`src/pkg/cmpc_pkg.sv`:
```
package cmpc_pkg;
	localparam int unsigned CLK_HZ_DEF = 25_000_000;
	localparam longint unsigned NS_PER_S = 1_000_000_000;
	localparam int unsigned BLANK_STEP_NS = 500;
	localparam int unsigned OFF_STEP_NS = 2500;
	localparam int unsigned SAMPLE_DIV = 4;
	localparam int unsigned CNT_W = 17;
	localparam int unsigned SEL3_W = 3;
	localparam int unsigned SEL4_W = 4;
	localparam int unsigned TAB_N = 16;
	localparam int unsigned BLANK_N = 8;
	localparam logic [2:0] BLANK_OFF = 3'h0;
	localparam logic [2:0] SAMPLE_RST = 3'h0;
	localparam logic [3:0] DELAY_NONE = 4'h0;
	localparam logic [CNT_W-1:0] CNT_ZERO = 17'h0_0000;
	localparam logic [CNT_W-1:0] CNT_ONE = 17'h0_0001;
	localparam logic [1:0] DIV_ZERO = 2'h0;
	localparam logic [1:0] DIV_LAST = 2'h3;

	typedef enum logic {
		CMPC_VOLT = 1'b0,
		CMPC_CURR = 1'b1
	} cmpc_mode_t;

	typedef struct packed {
		cmpc_mode_t voltCurrSel;
		logic [2:0] blankLenSel;
		logic [2:0] sampleCountSel;
		logic [3:0] windowFreqSel;
		logic [3:0] minOffSel;
		logic sensorModeSel;
		logic sampleOnTime;
		logic [3:0] zcSampleDelay;
		logic cmpInputSel;
		logic opampOn;
		logic periphClkEn;
		logic directAccess;
		logic phaseURefEn;
		logic phaseVRefEn;
		logic phaseWRefEn;
	} cmpc_cfg_t;

	typedef struct packed {
		logic u;
		logic v;
		logic w;
	} cmpc_phase_t;

	// Window frequency in Hz per code
	function automatic int unsigned cmpc_win_hz(input int unsigned code);
		case (code)
			0: return 50000;
			1: return 40000;
			2: return 33333;
			3: return 25000;
			4: return 20000;
			5: return 18100;
			6: return 15400;
			7: return 12500;
			8: return 10000;
			9: return 6250;
			10: return 3130;
			11: return 1560;
			12: return 1250;
			13: return 961;
			14: return 625;
			default: return 390;
		endcase
	endfunction : cmpc_win_hz

	// Least time, rounded up to whole cycles
	function automatic int unsigned cmpc_ns_cycles(input longint unsigned ns,
		input longint unsigned hz);
		return int'((ns * hz + NS_PER_S - 1) / NS_PER_S);
	endfunction : cmpc_ns_cycles

	// Period, rounded down, never below one cycle
	function automatic int unsigned cmpc_period_cycles(input int unsigned code,
		input int unsigned hz);
		int unsigned p;
		p = hz / cmpc_win_hz(code);
		return (p == 0) ? 1 : p;
	endfunction : cmpc_period_cycles
endpackage : cmpc_pkg

```
`src/cmpc_pwm_control.sv`:
```
`timescale 1ns/1ps
module cmpc_pwm_control #(
	parameter int unsigned CLK_FREQ_HZ = cmpc_pkg::CLK_HZ_DEF
) (
	input wire logic clk,
	input wire logic rst,
	input wire cmpc_pkg::cmpc_cfg_t cfg,
	input wire cmpc_pkg::cmpc_phase_t phaseCmp,
	input wire logic cmpOpampHigh,
	input wire logic cmpFbHigh,
	output logic pwmOut,
	output logic currentRefPin,
	output logic measWindow,
	output logic currentLimitEvent,
	output logic cmpEnabled
);
	import cmpc_pkg::*;

	////////////////////////////////////////////////////////////////////////
	// Cycle tables derived from the clock rate
	logic [CNT_W-1:0] periodTab [TAB_N];
	logic [CNT_W-1:0] offTab [TAB_N];
	logic [CNT_W-1:0] blankTab [BLANK_N];

	for (genvar i = 0; i < TAB_N; i++) begin : g_tab
		assign periodTab[i] = CNT_W'(cmpc_period_cycles(i, CLK_FREQ_HZ));
		assign offTab[i] = CNT_W'(cmpc_ns_cycles(longint'(i + 1) * OFF_STEP_NS,
			CLK_FREQ_HZ));
	end
	for (genvar i = 0; i < BLANK_N; i++) begin : g_blank
		assign blankTab[i] = CNT_W'(cmpc_ns_cycles(longint'(i) * BLANK_STEP_NS,
			CLK_FREQ_HZ));
	end

	////////////////////////////////////////////////////////////////////////
	// Registers
	logic [CNT_W-1:0] periodCnt_reg;
	logic [CNT_W-1:0] periodCnt_next;
	logic [CNT_W-1:0] blankCnt_reg;
	logic [CNT_W-1:0] blankCnt_next;
	logic [1:0] sampleDiv_reg;
	logic [1:0] sampleDiv_next;
	logic limitHit_reg;
	logic limitHit_next;
	logic pwmOut_reg;
	logic pwmOut_next;
	logic currentRef_reg;
	logic currentRef_next;
	logic measWindow_reg;
	logic measWindow_next;

	////////////////////////////////////////////////////////////////////////
	// Decode
	logic currMode;
	logic noMinOff;
	logic [CNT_W-1:0] periodLen;
	logic [CNT_W-1:0] minOffLen;
	logic periodStart;
	logic window;
	logic fullDuty;
	logic pwmCurr;
	logic onStart;
	logic blanking;
	logic sampleEn;
	logic cmpRaw;
	logic cmpValid;
	logic filterHit;
	logic filterRestart;
	logic limitEvent;

	assign currMode = (cfg.voltCurrSel == CMPC_CURR);
	assign noMinOff = cfg.sensorModeSel || cfg.sampleOnTime
		|| (cfg.zcSampleDelay != DELAY_NONE);
	assign periodLen = periodTab[cfg.windowFreqSel];
	assign minOffLen = noMinOff ? CNT_ZERO : offTab[cfg.minOffSel];
	assign periodStart = (periodCnt_reg == CNT_ZERO);
	assign window = (periodCnt_reg < minOffLen);
	assign fullDuty = (minOffLen > periodLen);
	assign pwmCurr = fullDuty || (!window && !periodStart && !limitHit_reg);
	assign pwmOut_next = currMode ? pwmCurr : phaseCmp.u;
	assign onStart = currMode && pwmOut_next && !pwmOut_reg;
	assign blanking = (blankCnt_reg != CNT_ZERO);

	assign cmpEnabled = cfg.periphClkEn || cfg.directAccess;
	assign cmpRaw = cfg.cmpInputSel ? cmpFbHigh : cmpOpampHigh;
	assign cmpValid = cmpEnabled && cmpRaw && !blanking;
	assign sampleEn = (sampleDiv_reg == DIV_LAST);
	assign filterRestart = onStart || !pwmOut_reg || !currMode;
	assign limitEvent = currMode && pwmOut_reg && filterHit;

	////////////////////////////////////////////////////////////////////////
	// Next-state
	assign periodCnt_next = (periodCnt_reg >= periodLen - CNT_ONE) ? CNT_ZERO
		: periodCnt_reg + CNT_ONE;
	assign blankCnt_next = onStart ? blankTab[cfg.blankLenSel]
		: (blanking ? blankCnt_reg - CNT_ONE : CNT_ZERO);
	assign sampleDiv_next = sampleDiv_reg + 2'h1;
	// A limit in the same cycle as the period start still holds
	assign limitHit_next = limitEvent ? 1'b1 : (periodStart ? 1'b0 : limitHit_reg);
	assign currentRef_next = cfg.phaseURefEn ? phaseCmp.u
		: cfg.phaseVRefEn ? phaseCmp.v
		: cfg.phaseWRefEn ? phaseCmp.w : 1'b0;
	assign measWindow_next = currMode && !cfg.sensorModeSel && window;

	always_ff @(posedge clk) begin
		if (rst) begin
			periodCnt_reg <= CNT_ZERO;
			blankCnt_reg <= CNT_ZERO;
			sampleDiv_reg <= DIV_ZERO;
			limitHit_reg <= 1'b0;
			pwmOut_reg <= 1'b0;
			currentRef_reg <= 1'b0;
			measWindow_reg <= 1'b0;
		end else begin
			periodCnt_reg <= periodCnt_next;
			blankCnt_reg <= blankCnt_next;
			sampleDiv_reg <= sampleDiv_next;
			limitHit_reg <= limitHit_next;
			pwmOut_reg <= pwmOut_next;
			currentRef_reg <= currentRef_next;
			measWindow_reg <= measWindow_next;
		end
	end

	cmpc_sample_filter #(
		.CW(SEL3_W)
	) u_filter (
		.clk(clk),
		.rst(rst),
		.sampleEn(sampleEn),
		.sampleHigh(cmpValid),
		.restart(filterRestart),
		.needSel(cfg.sampleCountSel),
		.hit(filterHit)
	);

	assign pwmOut = pwmOut_reg;
	assign currentRefPin = currentRef_reg;
	assign measWindow = measWindow_reg;
	assign currentLimitEvent = limitEvent;
endmodule : cmpc_pwm_control

```
`src/cmpc_sample_filter.sv`:
```
`timescale 1ns/1ps
module cmpc_sample_filter #(
	parameter int unsigned CW = 3
) (
	input wire logic clk,
	input wire logic rst,
	input wire logic sampleEn,
	input wire logic sampleHigh,
	input wire logic restart,
	input wire logic [CW-1:0] needSel,
	output logic hit
);
	logic [CW:0] count_reg;
	logic [CW:0] count_next;
	logic hit_reg;
	logic reached;

	assign reached = (count_reg >= {1'b0, needSel});
	always_comb begin
		count_next = count_reg;
		if (restart || (sampleEn && !sampleHigh)) begin
			count_next = '0;
		end else if (sampleEn && !reached) begin
			count_next = count_reg + 1'b1;
		end
	end

	always_ff @(posedge clk) begin
		if (rst) begin
			count_reg <= '0;
			hit_reg <= 1'b0;
		end else begin
			count_reg <= count_next;
			hit_reg <= !restart && sampleEn && sampleHigh && reached;
		end
	end
	assign hit = hit_reg;
endmodule : cmpc_sample_filter

```
`config.mk`:
```
export PLATFORM = sky130hd
export DESIGN_NAME = cmpc_pwm_control
export DESIGN_NICKNAME = d
export VERILOG_FILES = /design/src/pkg/cmpc_pkg.sv /design/src/cmpc_pwm_control.sv /design/src/cmpc_sample_filter.sv
export SDC_FILE = /design/constraint.sdc
export NUM_CORES = 1
export LEC_CHECK = 0
export BUFFER_PORTS_ARGS = -buffer_cell sky130_fd_sc_hd__buf_2
export CELL_PAD_IN_SITES_DETAIL_PLACEMENT = 1
export CELL_PAD_IN_SITES_GLOBAL_PLACEMENT = 1
export CORE_MARGIN = 10
export CORE_UTILIZATION = 45
export CTS_BUF_LIST = sky130_fd_sc_hd__clkbuf_8
export DETAILED_ROUTE_END_ITERATION = 10
export GPL_TIMING_DRIVEN = 0
export PLACE_DENSITY_LB_ADDON = 0.08
export SLEW_MARGIN = 20
export SYNTH_ARGS = -nofsm -noshare
export SYNTH_HDL_FRONTEND = slang
export SYNTH_SLANG_ARGS = --single-unit
```
`constraint.sdc`:
```
create_clock -name clk -period 7.8 [get_ports clk]
set_input_delay 0.78 -clock clk [delete_from_list [all_inputs] [get_ports clk]]
set_output_delay 0.78 -clock clk [all_outputs]
set_load 0.02 [all_outputs]
```
==> metrics.md <==
| Metric | Value |
|---|---|
| Most used DFF post-synth | sky130_fd_sc_hd__dfxtp_1 |
| Startpoint of the most critical hold path | sampleDiv_reg[0] |
| Critical-path cell list | buf_2 -> inv_1 -> ha_1 -> nand2_1 -> a21oi_1 -> a311oi_1 -> o21ai_1 -> or3_1 -> nor3_1 -> nor2_1 -> ha_1 -> nand3_1 -> o21ai_0 -> a21oi_1 -> o21ai_0 -> o21ai_0 -> nand3_1 -> clkbuf_1 -> nor2_1 |
| Average cell area after synthesis | ~8.2 um^2 |
| Top achievable clock speed | 0.2094 GHz |
| Clock tree from TritonCTS | done |
| Hold crit path type | flop to flop |
| Number of buffers on the longest clock path | 2 |
| Cell row count | 33 |
| Setup clock skew after layout | 0.01065 ns |
| Combinational family with the most area after synthesis | simple AND/OR/NAND/NOR gates |
| Actual slew at the worst max-slew pin | 0.9418 ns |
| Type of the worst setup path | primary input to flop |
| Initial antenna violation count | 0 |
| R2R setup slack | 5.12 ns |
| Biggest area contributors in the synthesized netlist | sky130_fd_sc_hd__dfxtp_1, sky130_fd_sc_hd__ha_1, sky130_fd_sc_hd__xnor2_1 |
| Top Metal Used | met4 |
| Startpoint kind of the worst setup timing path | primary input |
| Simple-gate area share of the yosys netlist | 0.2501 |
| Final hold violation count | 0 |
| Req. time, crit path | between 7 and 8 ns |
| Xor and xnor fraction of the mapped netlist area | 0.09426 |
| Status | completed |
| Cell at the slowest stage of the critical path | sky130_fd_sc_hd__a311oi_1 |
| RSZ-0062 raised after global routing | no |
| Via count of the first global-routing pass | approximately 3600 |
| Post-route non-filler standard cell count | 624 |
| Top fanout value on the critical path | 12 |
| Placer Congestion | 0.8623 |
| Netlist cell types | 57 |
| Multiplexer area fraction after synthesis | 0.03495 |
| Number of buffers inserted for hold repair after clock tree synthesis | 0 |
| Total routed wire length on the met1 layer | 4524 um |
| Initial DRC Count | 92 |
| Cell repeated most along the worst path | sky130_fd_sc_hd__o21ai_0 |
| DRC violation count after routing | 0 |
| Cell count after synthesis | 476 |
| Total Negative Setup Slacks | 0 ns |
| Internal power contribution | 480.8 uW |
| Seq pwr share | 0.381 |
| Worst Setup SP | cfg[18] |
| Combinational fraction of design power | 0.446 |
| Wire length per cell after detailed routing | 16.09 um |
| Skew-Pair Late Insertion Delay | just under 0.3 ns |
| Warning count from the yosys run | 0 |
| Die Wd | 113.1 um |
| Core utilization of the finished layout | 0.5147 |
| Fin crit period | around 4.8 ns |
| Peak supply drop | roughly 0.00012 V |
| Layout area overhead | 10.00% |
| WL met2 | 5046 um |
| Total congestion overflow after global routing | 0 |
| Number of synthesized flops with an enable pin | 0 |
| Worst flop-to-flop path endpoint | blankCnt_reg[11] |
| Static power due to leakage | 1.928 nW |
| Number of cells upsized or downsized after cts | 0 |
| Most frequently used cell type in the post-synthesis netlist | sky130_fd_sc_hd__ha_1 |
| Cell area after synthesis | between 0.003 and 0.004 mm^2 |
| Max Cap Violations | 0 |
| Final Max Tran Viols | 0 |
| First-pass GRT wire length | 16880 um |
| Final-layout fill cell count | 1080 |
| Register area share after synthesis | 0.2308 |
| Core area | 0.008341 mm^2 |
| TritonCTS Buffers | 5 |
| Area enclosed by the die boundary | 0.01280 mm^2 |
| Die height | ~110 um |
| Clock share of power | 0.174 |
| First-pass DRT Iterations | 4 |
| Net switching power | 312.2 uW |
| Critical path endpoint category | flop |
| Worst Path Arrival | between 4 and 5 ns |
| Part of the cycle the worst path needs | 0.6123 |
| Most numerous cell types in the synthesized netlist | sky130_fd_sc_hd__ha_1, sky130_fd_sc_hd__nor2_1, sky130_fd_sc_hd__dfxtp_1, sky130_fd_sc_hd__inv_1, sky130_fd_sc_hd__nand2_1 |
| Number of I/O port buffers | 35 |
| Flip-flop and latch count after synthesis | 45 |
| Detailed-routed wire length on met3 | 334 um |
| Antenna-violating nets left | 0 |
| Power per cell area | 184.7 mW/mm^2 |
| I/O pin total | 40 |
| Proportion of netlist area held by the largest area contributor | 0.2308 |
| Count of nets after finishing | 615 |
| Number of levels in the clock H-tree | 2 |
| Global routing usage summed across all routing layers | 0.1541 |
| Post-synth top area cell | sky130_fd_sc_hd__dfxtp_1 |
| # placed instances | 616 |
| Initial cell density of the core | 0.4679 |
| Number of cells on the worst hold path | 1 |
| Largest net degree at the start of global routing | 14 |
| Worst slew slack as a fraction of its limit | 0.3673 |
| Clock Pin Slew Worst Setup and Hold Paths | around 0.08 ns |
| Number of antenna cells inserted | 0 |
| Mapped Nets | 573 |
| Sink count of the clock tree | 45 |
| Worst hold endpoint | sampleDiv_reg[0] |
| Post-CTS Setup Repair Bufs | 0 |
| Proportion of layout cells with a drive suffix above 1 | 0.1310 |
| Synthesized-area fraction occupied by adder cells | 0.2013 |
| Power after layout | around 800 uW |
| Crit Reg-Reg Startpoint | periodCnt_reg[6] |
| Routed vias | 3467 |
| Routed Wire Length | 10040 um |
| Sum of net half-perimeters after detailed placement | 8432 um |
| Switching portion of total power | 0.3937 |
| Clock root buffer | sky130_fd_sc_hd__clkbuf_8 |
| Final Setup Violations | 0 |
| Synth Area in Compound Gates | 0.1305 |
| Worst reg-to-reg path cell count | 11 |
| Critical Path Max Stage Delay | roughly 0.58 ns |
| Fraction of registers with async set or reset after synthesis | 0 |
| Via-to-Cell Ratio | 5.556 |
-- final cells by class --
| class | instances | area (um^2) | share of cell area |
|---|---|---|---|
| clock buffers | 5 | 68.82 | 0.01603 |
| repair buffers | 35 | 175.2 | 0.04080 |
| well taps | 105 | 131.4 | 0.03060 |
| clock inverters | 3 | 15.01 | 0.003498 |
| multi-input cells | 377 | 2779 | 0.6473 |
| flip-flops and latches | 45 | 900.9 | 0.2099 |
| plain buffers | 13 | 68.82 | 0.01603 |
| inverters | 41 | 153.9 | 0.03585 |
-- how the worst max path moves through the flow --
| stage | depth (start not counted) | to | slack, ns |
|---|---|---|---|
| 2_1_floorplan | 17 | periodCnt_reg[10] | 3.72 |
| 3_3_place_gp | 20 | periodCnt_reg[15] | 2.74 |
| 3_5_place_dp | 19 | periodCnt_reg[13] | 2.69 |
| 4_1_cts | 19 | periodCnt_reg[16] | 2.97 |
| 5_1_grt | 20 | periodCnt_reg[11] | 2.44 |
| 6_report | 19 | periodCnt_reg[16] | 3.02 |
-- layout by cell type (no fill, tap or decap), types with 5 or more instances in the layout --
cell type,instances
sky130_fd_sc_hd__a211oi_1,5
sky130_fd_sc_hd__a21o_1,6
sky130_fd_sc_hd__a21oi_1,23
sky130_fd_sc_hd__buf_2,38
sky130_fd_sc_hd__clkbuf_1,7
sky130_fd_sc_hd__clkbuf_8,5
sky130_fd_sc_hd__dfxtp_1,45
sky130_fd_sc_hd__ha_1,62
sky130_fd_sc_hd__inv_1,41
sky130_fd_sc_hd__mux2i_1,8
sky130_fd_sc_hd__nand2_1,32
sky130_fd_sc_hd__nand2b_1,8
sky130_fd_sc_hd__nand3_1,18
sky130_fd_sc_hd__nand4_1,9
sky130_fd_sc_hd__nor2_1,54
sky130_fd_sc_hd__nor2_4,8
sky130_fd_sc_hd__nor2b_1,7
sky130_fd_sc_hd__nor3_1,10
sky130_fd_sc_hd__nor3b_1,5
sky130_fd_sc_hd__nor4_1,7
sky130_fd_sc_hd__o21ai_0,14
sky130_fd_sc_hd__o22ai_1,6
sky130_fd_sc_hd__xnor2_1,29
sky130_fd_sc_hd__xor2_1,13
-- cells by family after synthesis --
kind of cell	count (synthesis)
muxes	12
and+or+nand+nor	180
xor gates and xnor gates	42
other	1
adders and majority gates	63
DFF	45
AOI/OAI and AO/OA	79
buffers and inverters	54
-- per-stage QoR --
step	hold WS [ns]	cell area, um^2	worst slack [ns]
5_1_grt	0.4608	4293	2.444
4_1_cts	0.4401	4293	2.974
3_3_place_gp	0.4085	4209	2.744
3_5_place_dp	0.4233	4209	2.686
2_1_floorplan	0.3992	3902	3.724
6_report	0.4363	4293	3.024
-- worst max-delay path, delay by kind of cell --
family | cells | cell delay (ns)
AND/OR/NAND/NOR | 7 | 1.37
adder cells (fa/ha/maj) | 2 | 0.68
buffers and inverters | 3 | 0.77
AO/OA/AOI/OAI | 7 | 1.32
-- metal layers --
layer | global-route usage | vias to the layer above
li1 | - | 1749
met3 | 0.02536 | 8
met2 | 0.2780 | 47
met4 | 0.03469 | 0
met1 | 0.1853 | 1663
met5 | 0 | -
-- power groups by stage --
stage                     clock network (mW)  registers [mW]  logic [mW]
after floorplan                            0           0.299       0.287
after global placement                     0           0.305       0.344
after detailed placement                   0           0.307       0.358
after CTS                              0.142           0.302       0.361
after global routing                   0.154           0.308       0.398
final                                  0.138           0.302       0.354
Power figures use the tool's default switching activity.
